## src/design/sdi_fix_pkg.sv

```systemverilog
/*
  constants, types and register layout shared by the sdi in-line correction stage.
  assumes a 10-bit smpte word stream and a word-wide register port.
*/
package sdi_fix_pkg;
  localparam int          DW            = 10;
  localparam logic [7:0]  ADDR_PROC_DIS = 8'h00;
  localparam logic [7:0]  ADDR_FILTER_A = 8'h01;
  localparam logic [15:0] PROC_RST      = 16'h0000;
  localparam logic [15:0] PROC_WMASK    = 16'h03CF;
  localparam logic [15:0] FILTER_RST    = 16'h0000;
  localparam int          B_TRS_OFF     = 0;
  localparam int          B_ANC_OFF     = 1;
  localparam int          B_EDH_OFF     = 2;
  localparam int          B_REMAP_OFF   = 3;
  localparam int          B_HCFG        = 6;
  localparam int          B_MODE_LO     = 7;
  localparam int          B_MODE_HI     = 8;
  localparam int          B_GO          = 9;
  localparam logic [9:0]  CODE_HI_MIN   = 10'h03FC;
  localparam logic [9:0]  CODE_HI_REP   = 10'h03FB;
  localparam logic [9:0]  CODE_LO_MAX   = 10'h0003;
  localparam logic [9:0]  CODE_LO_REP   = 10'h0004;
  localparam logic [9:0]  CODE_ONES     = 10'h03FF;
  localparam logic [9:0]  CODE_ZERO     = 10'h0000;
  localparam logic [7:0]  EDH_DID       = 8'hF4;
  localparam logic [15:0] CRC_POLY      = 16'h1021;
  localparam logic [3:0]  EDH_AP_V_IDX  = 4'h2;
  localparam logic [3:0]  EDH_FF_V_IDX  = 4'h5;
  localparam logic [3:0]  EDH_AP_FLAGS  = 4'h7;
  localparam logic [3:0]  EDH_FF_FLAGS  = 4'h8;
  localparam int          EDH_V_BIT     = 7;
  localparam int          EDH_ERR_BIT   = 2;
  localparam logic [1:0]  PRE_LEN       = 2'h2;
  localparam logic [1:0]  TRS_XYZ       = 2'h3;

  typedef enum logic [1:0] {
    FM_VIDEO  = 2'b00,
    FM_ASI    = 2'b01,
    FM_ANC    = 2'b10,
    FM_BYPASS = 2'b11
  } fifo_mode_e;

  typedef enum logic [5:0] {
    AS_IDLE = 6'b000001,
    AS_DID  = 6'b000010,
    AS_SDID = 6'b000100,
    AS_DC   = 6'b001000,
    AS_UDW  = 6'b010000,
    AS_SUM  = 6'b100000
  } anc_state_e;

  // one stream word and the flywheel timing aligned to it
  typedef struct packed {
    logic [9:0] data;
    logic       active;
    logic       ap_rng;
    logic       ff_rng;
    logic       trs;
    logic [1:0] trs_idx;
    logic       eav;
    logic       hblank;
  } word_s;
endpackage : sdi_fix_pkg

```

## src/design/sdi_error_correction_insert.sv

```systemverilog
/*
  in-line correction stage: code remap, preamble expansion, trs rewrite,
  anc checksum and edh crc insertion, plus the processing-disable register.
  assumes flywheel timing inputs are aligned to the data in word_in and that the
  register port is the device's host port seen as a word-wide strobe port.
*/
`timescale 1ns/1ns
`default_nettype none
module sdi_error_correction_insert (
  input  wire logic                clk_in,            // 27 mhz pclk domain
  input  wire logic                rst_in,            // sync reset
  input  wire logic                smpte_mode_in,     // stream is smpte
  input  wire logic                proc_enable_pin_in,// processing enable pin
  input  wire logic                flywheel_on_in,    // flywheel enable pin
  input  wire logic                edh_flag_refresh_in,// edh_flag_refresh control
  input  wire sdi_fix_pkg::word_s  word_in,           // stream word and timing
  input  wire logic                reg_wr_in,         // register write strobe
  input  wire logic                reg_rd_in,         // register read strobe
  input  wire logic [7:0]          reg_addr_in,       // register address
  input  wire logic [15:0]         reg_wdata_in,      // register write data
  output logic      [15:0]         reg_rdata_out,     // read data, next cycle
  output logic      [9:0]          vid_out,           // corrected word
  output logic                     h_sync_out,        // horizontal sync
  output logic                     trs_err_out,       // trs error pulse
  output logic                     picture_crc_valid_seen_out, // rx ap v
  output logic                     field_crc_valid_seen_out,   // rx ff v
  output sdi_fix_pkg::fifo_mode_e  fifo_mode_out,     // line fifo mode
  output logic                     anc_extract_busy_out // extraction running
);
  logic [15:0]              proc_disable_reg;
  logic [15:0]              filter_a;
  sdi_fix_pkg::word_s       s0, s1, s2;
  logic [1:0]               pre_cnt_ff;
  logic                     pre_trs_ff;
  logic [9:0]               prev1_ff, prev2_ff;
  sdi_fix_pkg::anc_state_e  anc_st_ff, nxt_anc_st;
  logic [8:0]               sum_ff;
  logic [7:0]               did_ff, sdid_ff, cnt_ff;
  logic [3:0]               idx_ff;
  logic                     mis_ap_ff, mis_ff_ff;
  logic [15:0]              ap_crc, ff_crc, ap_hold_ff, ff_hold_ff;
  logic                     h_trs_ff;
  logic                     en, remap_on, trs_on, pre_start;
  logic                     is_edh, edh_on, sum_fix, filt_ok, snap;
  logic [9:0]               w0, w1, w_fin;
  logic [7:0]               edh_byte, edh_cmp;
  logic [8:0]               w_sum;

  function automatic logic is_hi(input logic [9:0] d);
    return d >= sdi_fix_pkg::CODE_HI_MIN;
  endfunction : is_hi

  function automatic logic is_lo(input logic [9:0] d);
    return d <= sdi_fix_pkg::CODE_LO_MAX;
  endfunction : is_lo

  // anc word: b8 even parity of b7..b0, b9 its inverse
  function automatic logic [9:0] anc_word(input logic [7:0] b);
    return {~(^b), ^b, b};
  endfunction : anc_word

  // global gates
  assign en       = smpte_mode_in & proc_enable_pin_in;
  assign remap_on = en & ~proc_disable_reg[sdi_fix_pkg::B_REMAP_OFF];
  assign trs_on   = en & flywheel_on_in
                    & ~proc_disable_reg[sdi_fix_pkg::B_TRS_OFF];

  // register writes; unused bits never stored
  always_ff @(posedge clk_in) begin
    if (rst_in) begin
      proc_disable_reg <= sdi_fix_pkg::PROC_RST;
      filter_a         <= sdi_fix_pkg::FILTER_RST;
    end else if (reg_wr_in) begin
      if (reg_addr_in == sdi_fix_pkg::ADDR_PROC_DIS) begin
        proc_disable_reg <= reg_wdata_in & sdi_fix_pkg::PROC_WMASK;
      end
      if (reg_addr_in == sdi_fix_pkg::ADDR_FILTER_A) begin
        filter_a <= reg_wdata_in;
      end
    end
  end

  // registered read port; unmapped addresses answer zero
  always_ff @(posedge clk_in) begin
    if (rst_in) begin
      reg_rdata_out <= 16'h0000;
    end else if (reg_rd_in) begin
      unique case (reg_addr_in)
        sdi_fix_pkg::ADDR_PROC_DIS: reg_rdata_out <= proc_disable_reg;
        sdi_fix_pkg::ADDR_FILTER_A: reg_rdata_out <= filter_a;
        default:                    reg_rdata_out <= 16'h0000;
      endcase
    end
  end

  assign fifo_mode_out = sdi_fix_pkg::fifo_mode_e'(
    proc_disable_reg[sdi_fix_pkg::B_MODE_HI:sdi_fix_pkg::B_MODE_LO]);

  // extraction latches on the start bit and only reset or a mode change away from anc ends it
  always_ff @(posedge clk_in) begin
    if (rst_in) begin
      anc_extract_busy_out <= 1'b0;
    end else if (fifo_mode_out != sdi_fix_pkg::FM_ANC) begin
      anc_extract_busy_out <= 1'b0;
    end else if (proc_disable_reg[sdi_fix_pkg::B_GO]) begin
      anc_extract_busy_out <= 1'b1;
    end
  end

  // three-word look-ahead so preambles are seen before they leave
  always_ff @(posedge clk_in) begin
    if (rst_in) begin
      s0 <= '0;
      s1 <= '0;
      s2 <= '0;
    end else begin
      s0 <= word_in;
      s1 <= s0;
      s2 <= s1;
    end
  end

  // 8-bit preamble spotted outside the picture: hi-lo-lo or lo-hi-hi
  assign pre_start = remap_on & ~s2.active & (pre_cnt_ff == 2'h0)
                     & ((is_hi(s2.data) & is_lo(s1.data) & is_lo(s0.data))
                     | (is_lo(s2.data) & is_hi(s1.data) & is_hi(s0.data)));

  always_ff @(posedge clk_in) begin
    if (rst_in) begin
      pre_cnt_ff <= 2'h0;
      pre_trs_ff <= 1'b0;
    end else if (pre_start) begin
      pre_cnt_ff <= sdi_fix_pkg::PRE_LEN;
      pre_trs_ff <= is_hi(s2.data);
    end else if (pre_cnt_ff != 2'h0) begin
      pre_cnt_ff <= pre_cnt_ff - 2'h1;
    end
  end

  // remap and preamble expansion
  always_comb begin
    w0 = s2.data;
    if (pre_start) begin
      w0 = is_hi(s2.data) ? sdi_fix_pkg::CODE_ONES : sdi_fix_pkg::CODE_ZERO;
    end else if (remap_on && pre_cnt_ff != 2'h0) begin
      w0 = pre_trs_ff ? sdi_fix_pkg::CODE_ZERO : sdi_fix_pkg::CODE_ONES;
    end else if (remap_on && s2.active && is_hi(s2.data)) begin
      w0 = sdi_fix_pkg::CODE_HI_REP;
    end else if (remap_on && s2.active && is_lo(s2.data)) begin
      w0 = sdi_fix_pkg::CODE_LO_REP;
    end
  end

  // trs rewrite from flywheel h; received f and v kept as they are
  always_comb begin
    w1 = w0;
    if (trs_on && s2.trs) begin
      unique case (s2.trs_idx)
        2'h0:    w1 = sdi_fix_pkg::CODE_ONES;
        2'h1:    w1 = sdi_fix_pkg::CODE_ZERO;
        2'h2:    w1 = sdi_fix_pkg::CODE_ZERO;
        default: w1 = {1'b1, s2.data[8], s2.data[7], s2.eav,
                       s2.data[7] ^ s2.eav, s2.data[8] ^ s2.eav,
                       s2.data[8] ^ s2.data[7],
                       s2.data[8] ^ s2.data[7] ^ s2.eav, 2'b00};
      endcase
    end
  end

  // trs error: h disagrees with flywheel, or protection bits broken
  always_ff @(posedge clk_in) begin
    if (rst_in) begin
      trs_err_out <= 1'b0;
    end else begin
      trs_err_out <= s2.trs && s2.trs_idx == sdi_fix_pkg::TRS_XYZ
        && ((flywheel_on_in && s2.data[6] != s2.eav)
        || s2.data[5:2] != {s2.data[7] ^ s2.data[6], s2.data[8] ^ s2.data[6],
                            s2.data[8] ^ s2.data[7],
                            s2.data[8] ^ s2.data[7] ^ s2.data[6]}
        || !s2.data[9]);
    end
  end

  // packet classification
  assign is_edh  = did_ff == sdi_fix_pkg::EDH_DID;
  assign edh_on  = en & ~proc_disable_reg[sdi_fix_pkg::B_EDH_OFF] & is_edh;
  assign filt_ok = (filter_a == 16'h0000) || (filter_a == {did_ff, sdid_ff});
  assign sum_fix = is_edh ? edh_on
                 : en & ~proc_disable_reg[sdi_fix_pkg::B_ANC_OFF] & filt_ok;

  // edh crc byte for the current user word; v bits forced on
  always_comb begin
    edh_byte = w1[7:0];
    edh_cmp  = 8'hFF;
    unique case (idx_ff)
      4'h0: edh_byte = {ap_hold_ff[5:0], 2'b00};
      4'h1: edh_byte = {ap_hold_ff[11:6], 2'b00};
      sdi_fix_pkg::EDH_AP_V_IDX: edh_byte = {1'b1, 1'b0, ap_hold_ff[15:12], 2'b00};
      4'h3: edh_byte = {ff_hold_ff[5:0], 2'b00};
      4'h4: edh_byte = {ff_hold_ff[11:6], 2'b00};
      sdi_fix_pkg::EDH_FF_V_IDX: edh_byte = {1'b1, 1'b0, ff_hold_ff[15:12], 2'b00};
      sdi_fix_pkg::EDH_AP_FLAGS: edh_byte = w1[7:0]
        | ((edh_flag_refresh_in && mis_ap_ff) ? 8'h01 << sdi_fix_pkg::EDH_ERR_BIT : 8'h00);
      sdi_fix_pkg::EDH_FF_FLAGS: edh_byte = w1[7:0]
        | ((edh_flag_refresh_in && mis_ff_ff) ? 8'h01 << sdi_fix_pkg::EDH_ERR_BIT : 8'h00);
      default: edh_byte = w1[7:0];
    endcase
    if (idx_ff == sdi_fix_pkg::EDH_AP_V_IDX || idx_ff == sdi_fix_pkg::EDH_FF_V_IDX) begin
      edh_cmp = 8'h7F;
    end
  end

  // final word selection
  always_comb begin
    w_fin = w1;
    if (anc_st_ff == sdi_fix_pkg::AS_UDW && edh_on) begin
      w_fin = anc_word(edh_byte);
    end else if (anc_st_ff == sdi_fix_pkg::AS_SUM && sum_fix) begin
      w_fin = {~sum_ff[8], sum_ff};
    end
  end
  assign w_sum = sum_ff + w_fin[8:0];

  // anc packet walker on the corrected stream
  always_comb begin
    nxt_anc_st = anc_st_ff;
    unique case (anc_st_ff)
      sdi_fix_pkg::AS_IDLE:
        if (prev2_ff == sdi_fix_pkg::CODE_ZERO && prev1_ff == sdi_fix_pkg::CODE_ONES
            && w1 == sdi_fix_pkg::CODE_ONES) begin
          nxt_anc_st = sdi_fix_pkg::AS_DID;
        end
      sdi_fix_pkg::AS_DID:  nxt_anc_st = sdi_fix_pkg::AS_SDID;
      sdi_fix_pkg::AS_SDID: nxt_anc_st = sdi_fix_pkg::AS_DC;
      sdi_fix_pkg::AS_DC:
        nxt_anc_st = (w1[7:0] == 8'h00) ? sdi_fix_pkg::AS_SUM : sdi_fix_pkg::AS_UDW;
      sdi_fix_pkg::AS_UDW:
        if (cnt_ff == 8'h01) begin
          nxt_anc_st = sdi_fix_pkg::AS_SUM;
        end
      sdi_fix_pkg::AS_SUM:  nxt_anc_st = sdi_fix_pkg::AS_IDLE;
      default:              nxt_anc_st = sdi_fix_pkg::AS_IDLE;
    endcase
  end

  always_ff @(posedge clk_in) begin
    if (rst_in) begin
      anc_st_ff <= sdi_fix_pkg::AS_IDLE;
    end else begin
      anc_st_ff <= nxt_anc_st;
    end
  end

  // checksum, header capture and user word count
  always_ff @(posedge clk_in) begin
    if (rst_in) begin
      sum_ff  <= 9'h000;
      did_ff  <= 8'h00;
      sdid_ff <= 8'h00;
      cnt_ff  <= 8'h00;
      idx_ff  <= 4'h0;
    end else begin
      unique case (anc_st_ff)
        sdi_fix_pkg::AS_DID: begin
          sum_ff <= w1[8:0];
          did_ff <= w1[7:0];
        end
        sdi_fix_pkg::AS_SDID: begin
          sum_ff  <= w_sum;
          sdid_ff <= w1[7:0];
        end
        sdi_fix_pkg::AS_DC: begin
          sum_ff <= w_sum;
          cnt_ff <= w1[7:0];
          idx_ff <= 4'h0;
        end
        sdi_fix_pkg::AS_UDW: begin
          sum_ff <= w_sum;
          cnt_ff <= cnt_ff - 8'h01;
          idx_ff <= (idx_ff == 4'hF) ? idx_ff : idx_ff + 4'h1;
        end
        default: sum_ff <= sum_ff;
      endcase
    end
  end

  // received edh crc mismatch and received v flags
  always_ff @(posedge clk_in) begin
    if (rst_in) begin
      mis_ap_ff                  <= 1'b0;
      mis_ff_ff                  <= 1'b0;
      picture_crc_valid_seen_out <= 1'b0;
      field_crc_valid_seen_out   <= 1'b0;
    end else if (anc_st_ff == sdi_fix_pkg::AS_DC) begin
      mis_ap_ff <= 1'b0;
      mis_ff_ff <= 1'b0;
    end else if (anc_st_ff == sdi_fix_pkg::AS_UDW && is_edh) begin
      if (idx_ff <= sdi_fix_pkg::EDH_AP_V_IDX && ((w1[7:0] ^ edh_byte) & edh_cmp) != 8'h00) begin
        mis_ap_ff <= 1'b1;
      end
      if (idx_ff > sdi_fix_pkg::EDH_AP_V_IDX && idx_ff <= sdi_fix_pkg::EDH_FF_V_IDX
          && ((w1[7:0] ^ edh_byte) & edh_cmp) != 8'h00) begin
        mis_ff_ff <= 1'b1;
      end
      if (idx_ff == sdi_fix_pkg::EDH_AP_V_IDX) begin
        picture_crc_valid_seen_out <= w1[sdi_fix_pkg::EDH_V_BIT];
      end
      if (idx_ff == sdi_fix_pkg::EDH_FF_V_IDX) begin
        field_crc_valid_seen_out <= w1[sdi_fix_pkg::EDH_V_BIT];
      end
    end
  end

  // field crcs: snapshot and restart when an edh packet begins
  assign snap = anc_st_ff == sdi_fix_pkg::AS_DID && w1[7:0] == sdi_fix_pkg::EDH_DID;

  sdi_crc16 #(.W(sdi_fix_pkg::DW)) u_ap_crc (
    .clk_in  (clk_in),
    .rst_in  (rst_in),
    .clr_in  (snap),
    .upd_in  (s2.ap_rng),
    .word_in (w_fin),
    .crc_out (ap_crc)
  );

  sdi_crc16 #(.W(sdi_fix_pkg::DW)) u_ff_crc (
    .clk_in  (clk_in),
    .rst_in  (rst_in),
    .clr_in  (snap),
    .upd_in  (s2.ff_rng),
    .word_in (w_fin),
    .crc_out (ff_crc)
  );

  always_ff @(posedge clk_in) begin
    if (rst_in) begin
      ap_hold_ff <= 16'h0000;
      ff_hold_ff <= 16'h0000;
    end else if (snap) begin
      ap_hold_ff <= ap_crc;
      ff_hold_ff <= ff_crc;
    end
  end

  // output word, preamble history and h sync style
  always_ff @(posedge clk_in) begin
    if (rst_in) begin
      vid_out    <= 10'h000;
      prev1_ff   <= 10'h000;
      prev2_ff   <= 10'h000;
      h_trs_ff   <= 1'b0;
      h_sync_out <= 1'b0;
    end else begin
      vid_out  <= w_fin;
      prev1_ff <= w1;
      prev2_ff <= prev1_ff;
      if (s2.trs && s2.trs_idx == sdi_fix_pkg::TRS_XYZ) begin
        h_trs_ff <= s2.data[6];
      end
      h_sync_out <= proc_disable_reg[sdi_fix_pkg::B_HCFG] ? h_trs_ff : s2.hblank;
    end
  end
endmodule : sdi_error_correction_insert
`default_nettype wire

```

## src/design/sdi_crc16.sv

```systemverilog
/*
  crc-ccitt accumulator over 10-bit words, one word per clock.
  assumes clear wins over update in the same cycle.
*/
`timescale 1ns/1ns
`default_nettype none
module sdi_crc16 #(
  parameter int W = 10
) (
  input  wire logic         clk_in,   // stream clock
  input  wire logic         rst_in,   // sync reset
  input  wire logic         clr_in,   // restart accumulation
  input  wire logic         upd_in,   // word lies in range
  input  wire logic [W-1:0] word_in,  // word to fold in
  output logic      [15:0]  crc_out   // running crc
);
  logic [15:0] nxt_crc;

  // bitwise lfsr, lsb first
  always_comb begin
    nxt_crc = crc_out;
    for (int i = 0; i < W; i++) begin
      if (nxt_crc[15] ^ word_in[i]) begin
        nxt_crc = {nxt_crc[14:0], 1'b0} ^ sdi_fix_pkg::CRC_POLY;
      end else begin
        nxt_crc = {nxt_crc[14:0], 1'b0};
      end
    end
  end

  always_ff @(posedge clk_in) begin
    if (rst_in || clr_in) begin
      crc_out <= 16'h0000;
    end else if (upd_in) begin
      crc_out <= nxt_crc;
    end
  end
endmodule : sdi_crc16
`default_nettype wire

```

## config.mk

```make
export PLATFORM = sky130hd
export DESIGN_NAME = sdi_error_correction_insert
export DESIGN_NICKNAME = d
export VERILOG_FILES = /design/src/design/sdi_fix_pkg.sv /design/src/design/sdi_error_correction_insert.sv /design/src/design/sdi_crc16.sv
export SDC_FILE = /design/constraint.sdc
export NUM_CORES = 1
export LEC_CHECK = 0
export BUFFER_PORTS_ARGS = -buffer_cell sky130_fd_sc_hd__clkbuf_2
export CAP_MARGIN = 20
export CELL_PAD_IN_SITES_DETAIL_PLACEMENT = 1
export CELL_PAD_IN_SITES_GLOBAL_PLACEMENT = 1
export CORE_MARGIN = 4
export CORE_UTILIZATION = 46
export DETAILED_ROUTE_END_ITERATION = 8
export PLACE_DENSITY = 0.85
export SLEW_MARGIN = 20
export SYNTH_ARGS = -nofsm -noshare
export SYNTH_HDL_FRONTEND = slang
export SYNTH_SLANG_ARGS = --single-unit
```

## constraint.sdc

```tcl
create_clock -name clk_in -period 6.2 [get_ports clk_in]
set_input_delay 0.31 -clock clk_in [delete_from_list [all_inputs] [get_ports clk_in]]
set_output_delay 0.31 -clock clk_in [all_outputs]
set_load 0.03 [all_outputs]
```

; ---- After elaboration in Yosys (flattened, before gate mapping)
; Index checks and enable logic that the tools add are counted.
[word_totals]
ff_bits = 242
latchBits = 0
ram_bits = 0
rom_bits = 0
output_inout_bits = 33
wordCells = 267
mem_count = 0
[op_classes]
addsub = 4
mul = 0
div = 0
n_lt_le_gt_ge = 9
eq_ne = 30
shift = 0
n_mux = 47
bitwise = 75
reduce_logical = 51
[ops]
columns = operator, n
row1 = 2-to-1 mux 13 bit, 20
row2 = 2-to-1 mux 10 bit, 9
row3 = case mux 8 bit (8 select lines), 1
row4 = NOT 3 bit, 20
row5 = case mux 16 bit (2 select lines), 1
row6 = greater-or-equal comparator 10 bit (second input constant), 3
row7 = less-or-equal comparator 10 x 2 -> 1 bit (second input constant), 3
row8 = case mux 6 bit (5 select lines), 1
row9 = XOR 1 bit, 27
row10 = equality test 10 bit (second input constant), 2
row11 = case mux 10 bit (2 select lines), 1
row12 = logical AND 1 bit, 19
row13 = 2-to-1 mux 6 bit, 3
row14 = case mux 9 bit (2 select lines), 1
row15 = equality test 16 bit, 1
row16 = equality test 8 x 1 -> 1 bit (second input constant), 2
row17 = equality test 8 bit (second input constant), 2
row18 = zero test 16 bit, 1
row19 = zero test 8 bit, 2
row20 = OR 8 x 3 -> 8 bit, 2
row21 = case mux 8 bit (2 select lines), 1
row22 = bitwise AND 1 bit, 15
row23 = equality test 4 x 3 -> 1 bit (second input constant), 3
row24 = AND reduction 2 bit, 6
row25 = 43 further kinds, 70

; ---- Longest topological paths before layout
[logic_depth]
word_depth = 34
depth_mapped = 23
depth_no_buf = 22

; ---- By module
; From an unflattened synthesis, not the netlist that was laid out.
[unflattened]
hier_cells = 1323
area_unflattened_um2 = 11463.5
[modules_own_cells]
columns = module, instances, cells_per_inst, area_per_inst_um2, seq_area_each_um2
row1 = sdi_error_correction_insert, 1, 1147, 9621.7, 4204.0
row2 = sdi_crc16, 2, 88, 920.9, 320.3

; ---- Worst setup path after synthesis
; OpenSTA, ideal clock, no wires.
[synth_timing]
kind = reg2reg
startpoint = reg s2[15] (netlist bit)
endpoint = reg sum_ff[8]
setup_time_ns = 0.074
t_arrival_ns = 4.246
required_time_ns = 6.126
path_slack_ns = 1.880
stages_incl_launch_ff = 24
path_buffers = 2
cell_sequence = dfxtp_1 > clkbuf_1 > inv_1 > ha_1 > o41a_1 > nor4b_4 > nand2_2 > a21oi_2 > a21oi_1 > a21oi_1 > buf_2 > a211oi_1 > a21oi_1 > ha_1 > nor2b_1 > o21ai_0 > nand2b_1 > a21oi_1 > o21bai_1 > a21o_1 > a21oi_1 > xnor2_1 > or3_1 > a31oi_1
[synth_via]
elab_cells_between_ends = 28
cone_classes = 1 x add/sub / 2 x order compare / 11 x mux / 11 x bitwise / 3 x reduce/logical
[synth_rtl]
columns = element, line_no
row1 = start: declaration, sdi_error_correction_insert.sv:32  ; sdi_fix_pkg::word_s s0, s1, s2;
row2 = start signal: assignment, sdi_error_correction_insert.sv:115  ; s2 <= '0;
row3 = start signal: assignment, sdi_error_correction_insert.sv:119  ; s2 <= s1;
row4 = greater-or-equal comparator 10 bit / less-or-equal comparator 10 x 2 -> 1 bit (equally long branches), "sdi_error_correction_insert.sv:50, sdi_error_correction_insert.sv:54"
row5 = bitwise AND 1 bit (tied with other cells) (2 in a row), sdi_error_correction_insert.sv:125  ; & ((is_hi(s2.data) & is_lo(s1.data) & is_lo(s0.data))
row6 = OR 1 bit / 2-to-1 mux 10 bit (equally long branches), "sdi_error_correction_insert.sv:126, sdi_error_correction_insert.sv:147"
row7 = bitwise AND 1 bit / 2-to-1 mux 10 bit (equally long branches), "sdi_error_correction_insert.sv:125, sdi_error_correction_insert.sv:145"
row8 = 2-to-1 mux 10 bit, sdi_error_correction_insert.sv:143  ; if (pre_start) begin
row9 = 2-to-1 mux 10 bit (*), sdi_error_correction_insert.sv:157  ; if (trs_on && s2.trs) begin
row10 = "OR 8 x 3 -> 8 bit, on equally long branches", "sdi_error_correction_insert.sv:205, sdi_error_correction_insert.sv:203"
row11 = case mux 8 bit (8 select lines), sdi_error_correction_insert.sv:195  ; unique case (idx_ff)
row12 = 2-to-1 mux 10 bit (*), sdi_error_correction_insert.sv:216  ; if (anc_st_ff == sdi_fix_pkg::AS_UDW && edh_on) begin
row13 = via u_ap_crc.word_in[2], sdi_crc16.sv:14  ; input wire logic [W-1:0] word_in,
row14 = adder 9 bit (*), sdi_error_correction_insert.sv:222  ; assign w_sum = sum_ff + w_fin[8:0];
row15 = case mux 9 bit (2 select lines) (*), sdi_error_correction_insert.sv:263  ; unique case (anc_st_ff)
row16 = end signal: assignment, sdi_error_correction_insert.sv:265  ; sum_ff <= w1[8:0];
row17 = end signal: assignment, sdi_error_correction_insert.sv:269  ; sum_ff <= w_sum;
row18 = end signal: assignment, sdi_error_correction_insert.sv:273  ; sum_ff <= w_sum;
row19 = end: declaration, sdi_error_correction_insert.sv:37  ; logic [8:0] sum_ff;
; The timed path passes the listed nets; every way through them passes the cells marked *.
; A chain may end at the register's enable or synchronous reset.

; ---- Worst setup path in the final report
; Same ends and word-level chain as after synthesis.

==> results.cfg <==
[run_status]
status = finished, final reports clean

[pwr]
leakage_uw = 0.00495
power_frac_clock_pct = 48.2
pwr-share-seq_pct = 46.0
powerDensity_nw_per_um2 = 273
vdd_drop_max_v = 0.000190
combPwrFrac_pct = 5.8
swShare_pct = 22.5
p_int_uw = 2700
p_switching_uw = 786

[synthesis]
syn_inst = 1285
synthFlopType = dfxtp_1
ys_ff_latch = 242
synth_warnings = 0
yosysSeqAreaShare_pct = 43.6
syn_nets = 1355
yosysUniqueCellTypes = 79
synthArstFlopShare_pct = 0
synth_edf_count = 0
synth_area_sq_um = 11100
avgSynthCellArea_sq_um = 8.65

[clock_network]
ctsResizeCount = 0
cts_buffers = 26
cts.root.buffer_cell = clkbuf_16
cts_htree_levels = 1
numClockSinks = 242
clk_path_buf_depth = 3
cts_tree = yes
path_clk_slew_ns = 0.06
insertion_delay_ns = 0.53

[timing]
period_minus_slack_ns = 5.04
finalHoldViolCount = 0
slew_viol_final = 0
maxSlewHeadroom_pct = 30.6
fin_tns_setup_ns = 0
max_freq_mhz = 198
grt_setup_unrepaired = false
whs_ns = 0.0120
fin_crit_sh_pct = 81.3
tightest_slew_ns = 1.04
skew_ns = 0.0140
setup_violations = 0

[grt]
grt_pass1_vias = 9995
grt_pass1_wl_microns = 53200
overflow = 0
grt_usage_pct = 24.5
antenna_found_initial = 0
grt_max_degree = 110

[critical_path]
cp_top_family = compound AO/OA/AOI/OAI gates
arrival_ns = 5.49
cp-start-kind = register
worst-path-max-fanout = 11
worstSetupEndpointType = register
path_buf_inv = 1
cp_slowest_cell = nor2_1
cp_slowest_stage_delay_ns = 0.53
crit_type = reg -> reg
path_cells = ha_1 > nand4_1 > nor2_1 > a32oi_1 > and2_1 > a21oi_1 > a21oi_1 > buf_4 > a21boi_0 > a21oi_1 > ha_1 > nor2b_1 > o21ai_0 > nand2b_1 > a21oi_1 > o21bai_1 > a21o_1 > a21oi_1 > xnor2_1 > or3_1 > a31oi_1
cp.required_ns = 6.65
crit_path_frequent_cell = a21oi_1

[drt]
vias = 9579
first_pass_iters = 5
drc = 0
totalWireLength_microns = 33100
drt_iter0_drc = 635
ant_nets = 0
wl_per_cell_microns = 19.7
via_per_inst = 5.70

[floorplan]
io_pins = 83
num_rows = 56
die_h_microns = 163
core_sq_um = 23600
die_w_microns = 163
initial_core_util_pct = 47.1
die_area_sq_um = 26700

[layout]
final_nets = 1413
top_regs = s0 (18), s1 (18), s2 (18)
antenna_cells = 0
layout-drive-gt1-share_pct = 12.1
syn_to_final_growth_pct = 14.8

[run]
drv_cap = 0

[place]
dp_hpwl_microns = 22700
port-buffer-count = 82
gp_congestion = 0.862

[worst_hold_path]
holdCritPathClass = in -> reg
==> synth_stat cells, types with 4 or more instances <==
cell type | count | area (sq um)
a211oi_1 | 24 | 180
a21o_1 | 11 | 82.6
a21oi_1 | 137 | 686
a221oi_1 | 4 | 35.0
a22o_1 | 5 | 43.8
a22oi_1 | 15 | 113
a31oi_1 | 9 | 56.3
and2_1 | 8 | 50.1
and3_1 | 7 | 43.8
buf_1 | 5 | 18.8
buf_2 | 5 | 25.0
clkbuf_1 | 60 | 225
dfxtp_1 | 242 | 4840
ha_1 | 19 | 238
inv_1 | 23 | 86.3
mux2_2 | 11 | 124
mux2i_1 | 32 | 320
nand2_1 | 148 | 556
nand2b_1 | 8 | 50.1
nand3_1 | 19 | 95.1
nand3b_1 | 7 | 52.6
nand4_1 | 19 | 119
nand4b_1 | 4 | 35.0
nor2_1 | 126 | 473
nor2b_1 | 98 | 613
nor3_1 | 19 | 95.1
nor4_1 | 16 | 100
o211ai_1 | 6 | 45.0
o21ai_0 | 29 | 145
o22ai_1 | 6 | 37.5
or3_1 | 6 | 37.5
xnor2_1 | 60 | 526
xnor2_2 | 4 | 65.1
xor2_1 | 25 | 219
==> cells in the final DEF, fill, tap and decap left out, types with 8 or more instances in the layout <==
cell and n:
a211oi_1 24, a21o_1 11, a21oi_1 137, a22oi_1 15, a31oi_1 9, and2_1 8, clkbuf_16 27, clkbuf_2 81
dfxtp_1 242, dlygate4sd3_1 15, ha_1 19, inv_1 23, mux2_2 11, mux2i_1 32, nand2_1 148, nand2b_1 8
nand3_1 19, nand4_1 19, nor2_1 126, nor2b_1 98, nor3_1 19, nor4_1 16, o21ai_0 29, xnor2_1 60
xor2_1 25
==> worst register-to-register path, cell delays in order (launching register included) <==
cell      delay [ns]
dfxtp_1         0.51
ha_1            0.22
nand4_1         0.09
nor2_1          0.53
a32oi_1         0.26
and2_1          0.28
a21oi_1         0.16
a21oi_1         0.06
buf_4           0.18
a21boi_0        0.33
a21oi_1         0.23
ha_1            0.41
nor2b_1         0.14
o21ai_0         0.17
nand2b_1        0.12
a21oi_1         0.21
o21bai_1        0.12
a21o_1          0.19
a21oi_1         0.17
xnor2_1         0.10
or3_1           0.32
a31oi_1         0.18
==> power groups by stage <==
stage                     Clock, uW  Combinational (uW)  Sequential (uW)
after floorplan                   0                 142             1630
after global routing           1780                 223             1610
after detailed placement          0                 193             1640
after global placement            0                 189             1640
final                          1680                 204             1600
after CTS                      1710                 204             1600
==> cell type report <==
type,instances,area [sq um]
tap,319,399
clock inverter,15,209
fill,2800,10800
sequential,242,4840
clock buffer,33,728
multi-input combinational,945,5870
inverter,24,90.1
timing repair buffer,104,619
==> repair_timing <==
action                                 in CTS  in global routing
endpoints found under the hold margin      15                  0
hold buffers                               15                  0
buffers inserted                            0                  0
==> cell families (layout without fill, tap and decap cells) <==
group,count (synthesis),after routing,share of synthesized area (%)
simple gates,507,507,22.8
compound gates,284,284,16.1
flops,242,242,43.6
buf+inv,98,176,3.57
xor+xnor,91,91,7.63
mux,43,43,4.00
fa+ha+maj,20,20,2.32
==> per-stage QoR <==
stage | utilization (%) | instance area (sq um) | instances | setup WS, ns | power [uW]
3_3_place_gp | 49.4 | 11700 | 1619 | 1.42 | 1820
4_1_cts | 54.1 | 12800 | 1682 | 1.17 | 3520
2_1_floorplan | - | 11100 | 1285 | 1.88 | 1770
3_5_place_dp | 49.4 | 11700 | 1619 | 1.24 | 1830
6_report | 54.1 | 12800 | 1682 | 1.16 | 3490
5_1_grt | 54.1 | 12800 | 1682 | 0.711 | 3610
==> final timing paths <==
path,from,end,slack (ns),cells past startpoint
worst max-delay path,s2[15],sum_ff[8],1.16,21
worst max register to register,s2[15],sum_ff[8],1.16,21
worst min register to register,s0[6],s1[6],0.44,1
worst min-delay path,reg_wdata_in[12],filter_a[12],0.01,3
==> layer usage <==
layer	global-route usage (%)	part of all wire, %	up-vias	routed length, microns
met5	0	0	-	0
met4	6.94	2.6	0	865
met3	3.08	4.0	65	1320
met2	43.8	50	207	16600
met1	31.2	43	4738	14300
li1	-	-	4569	-
(Power assumes the default switching activity.)
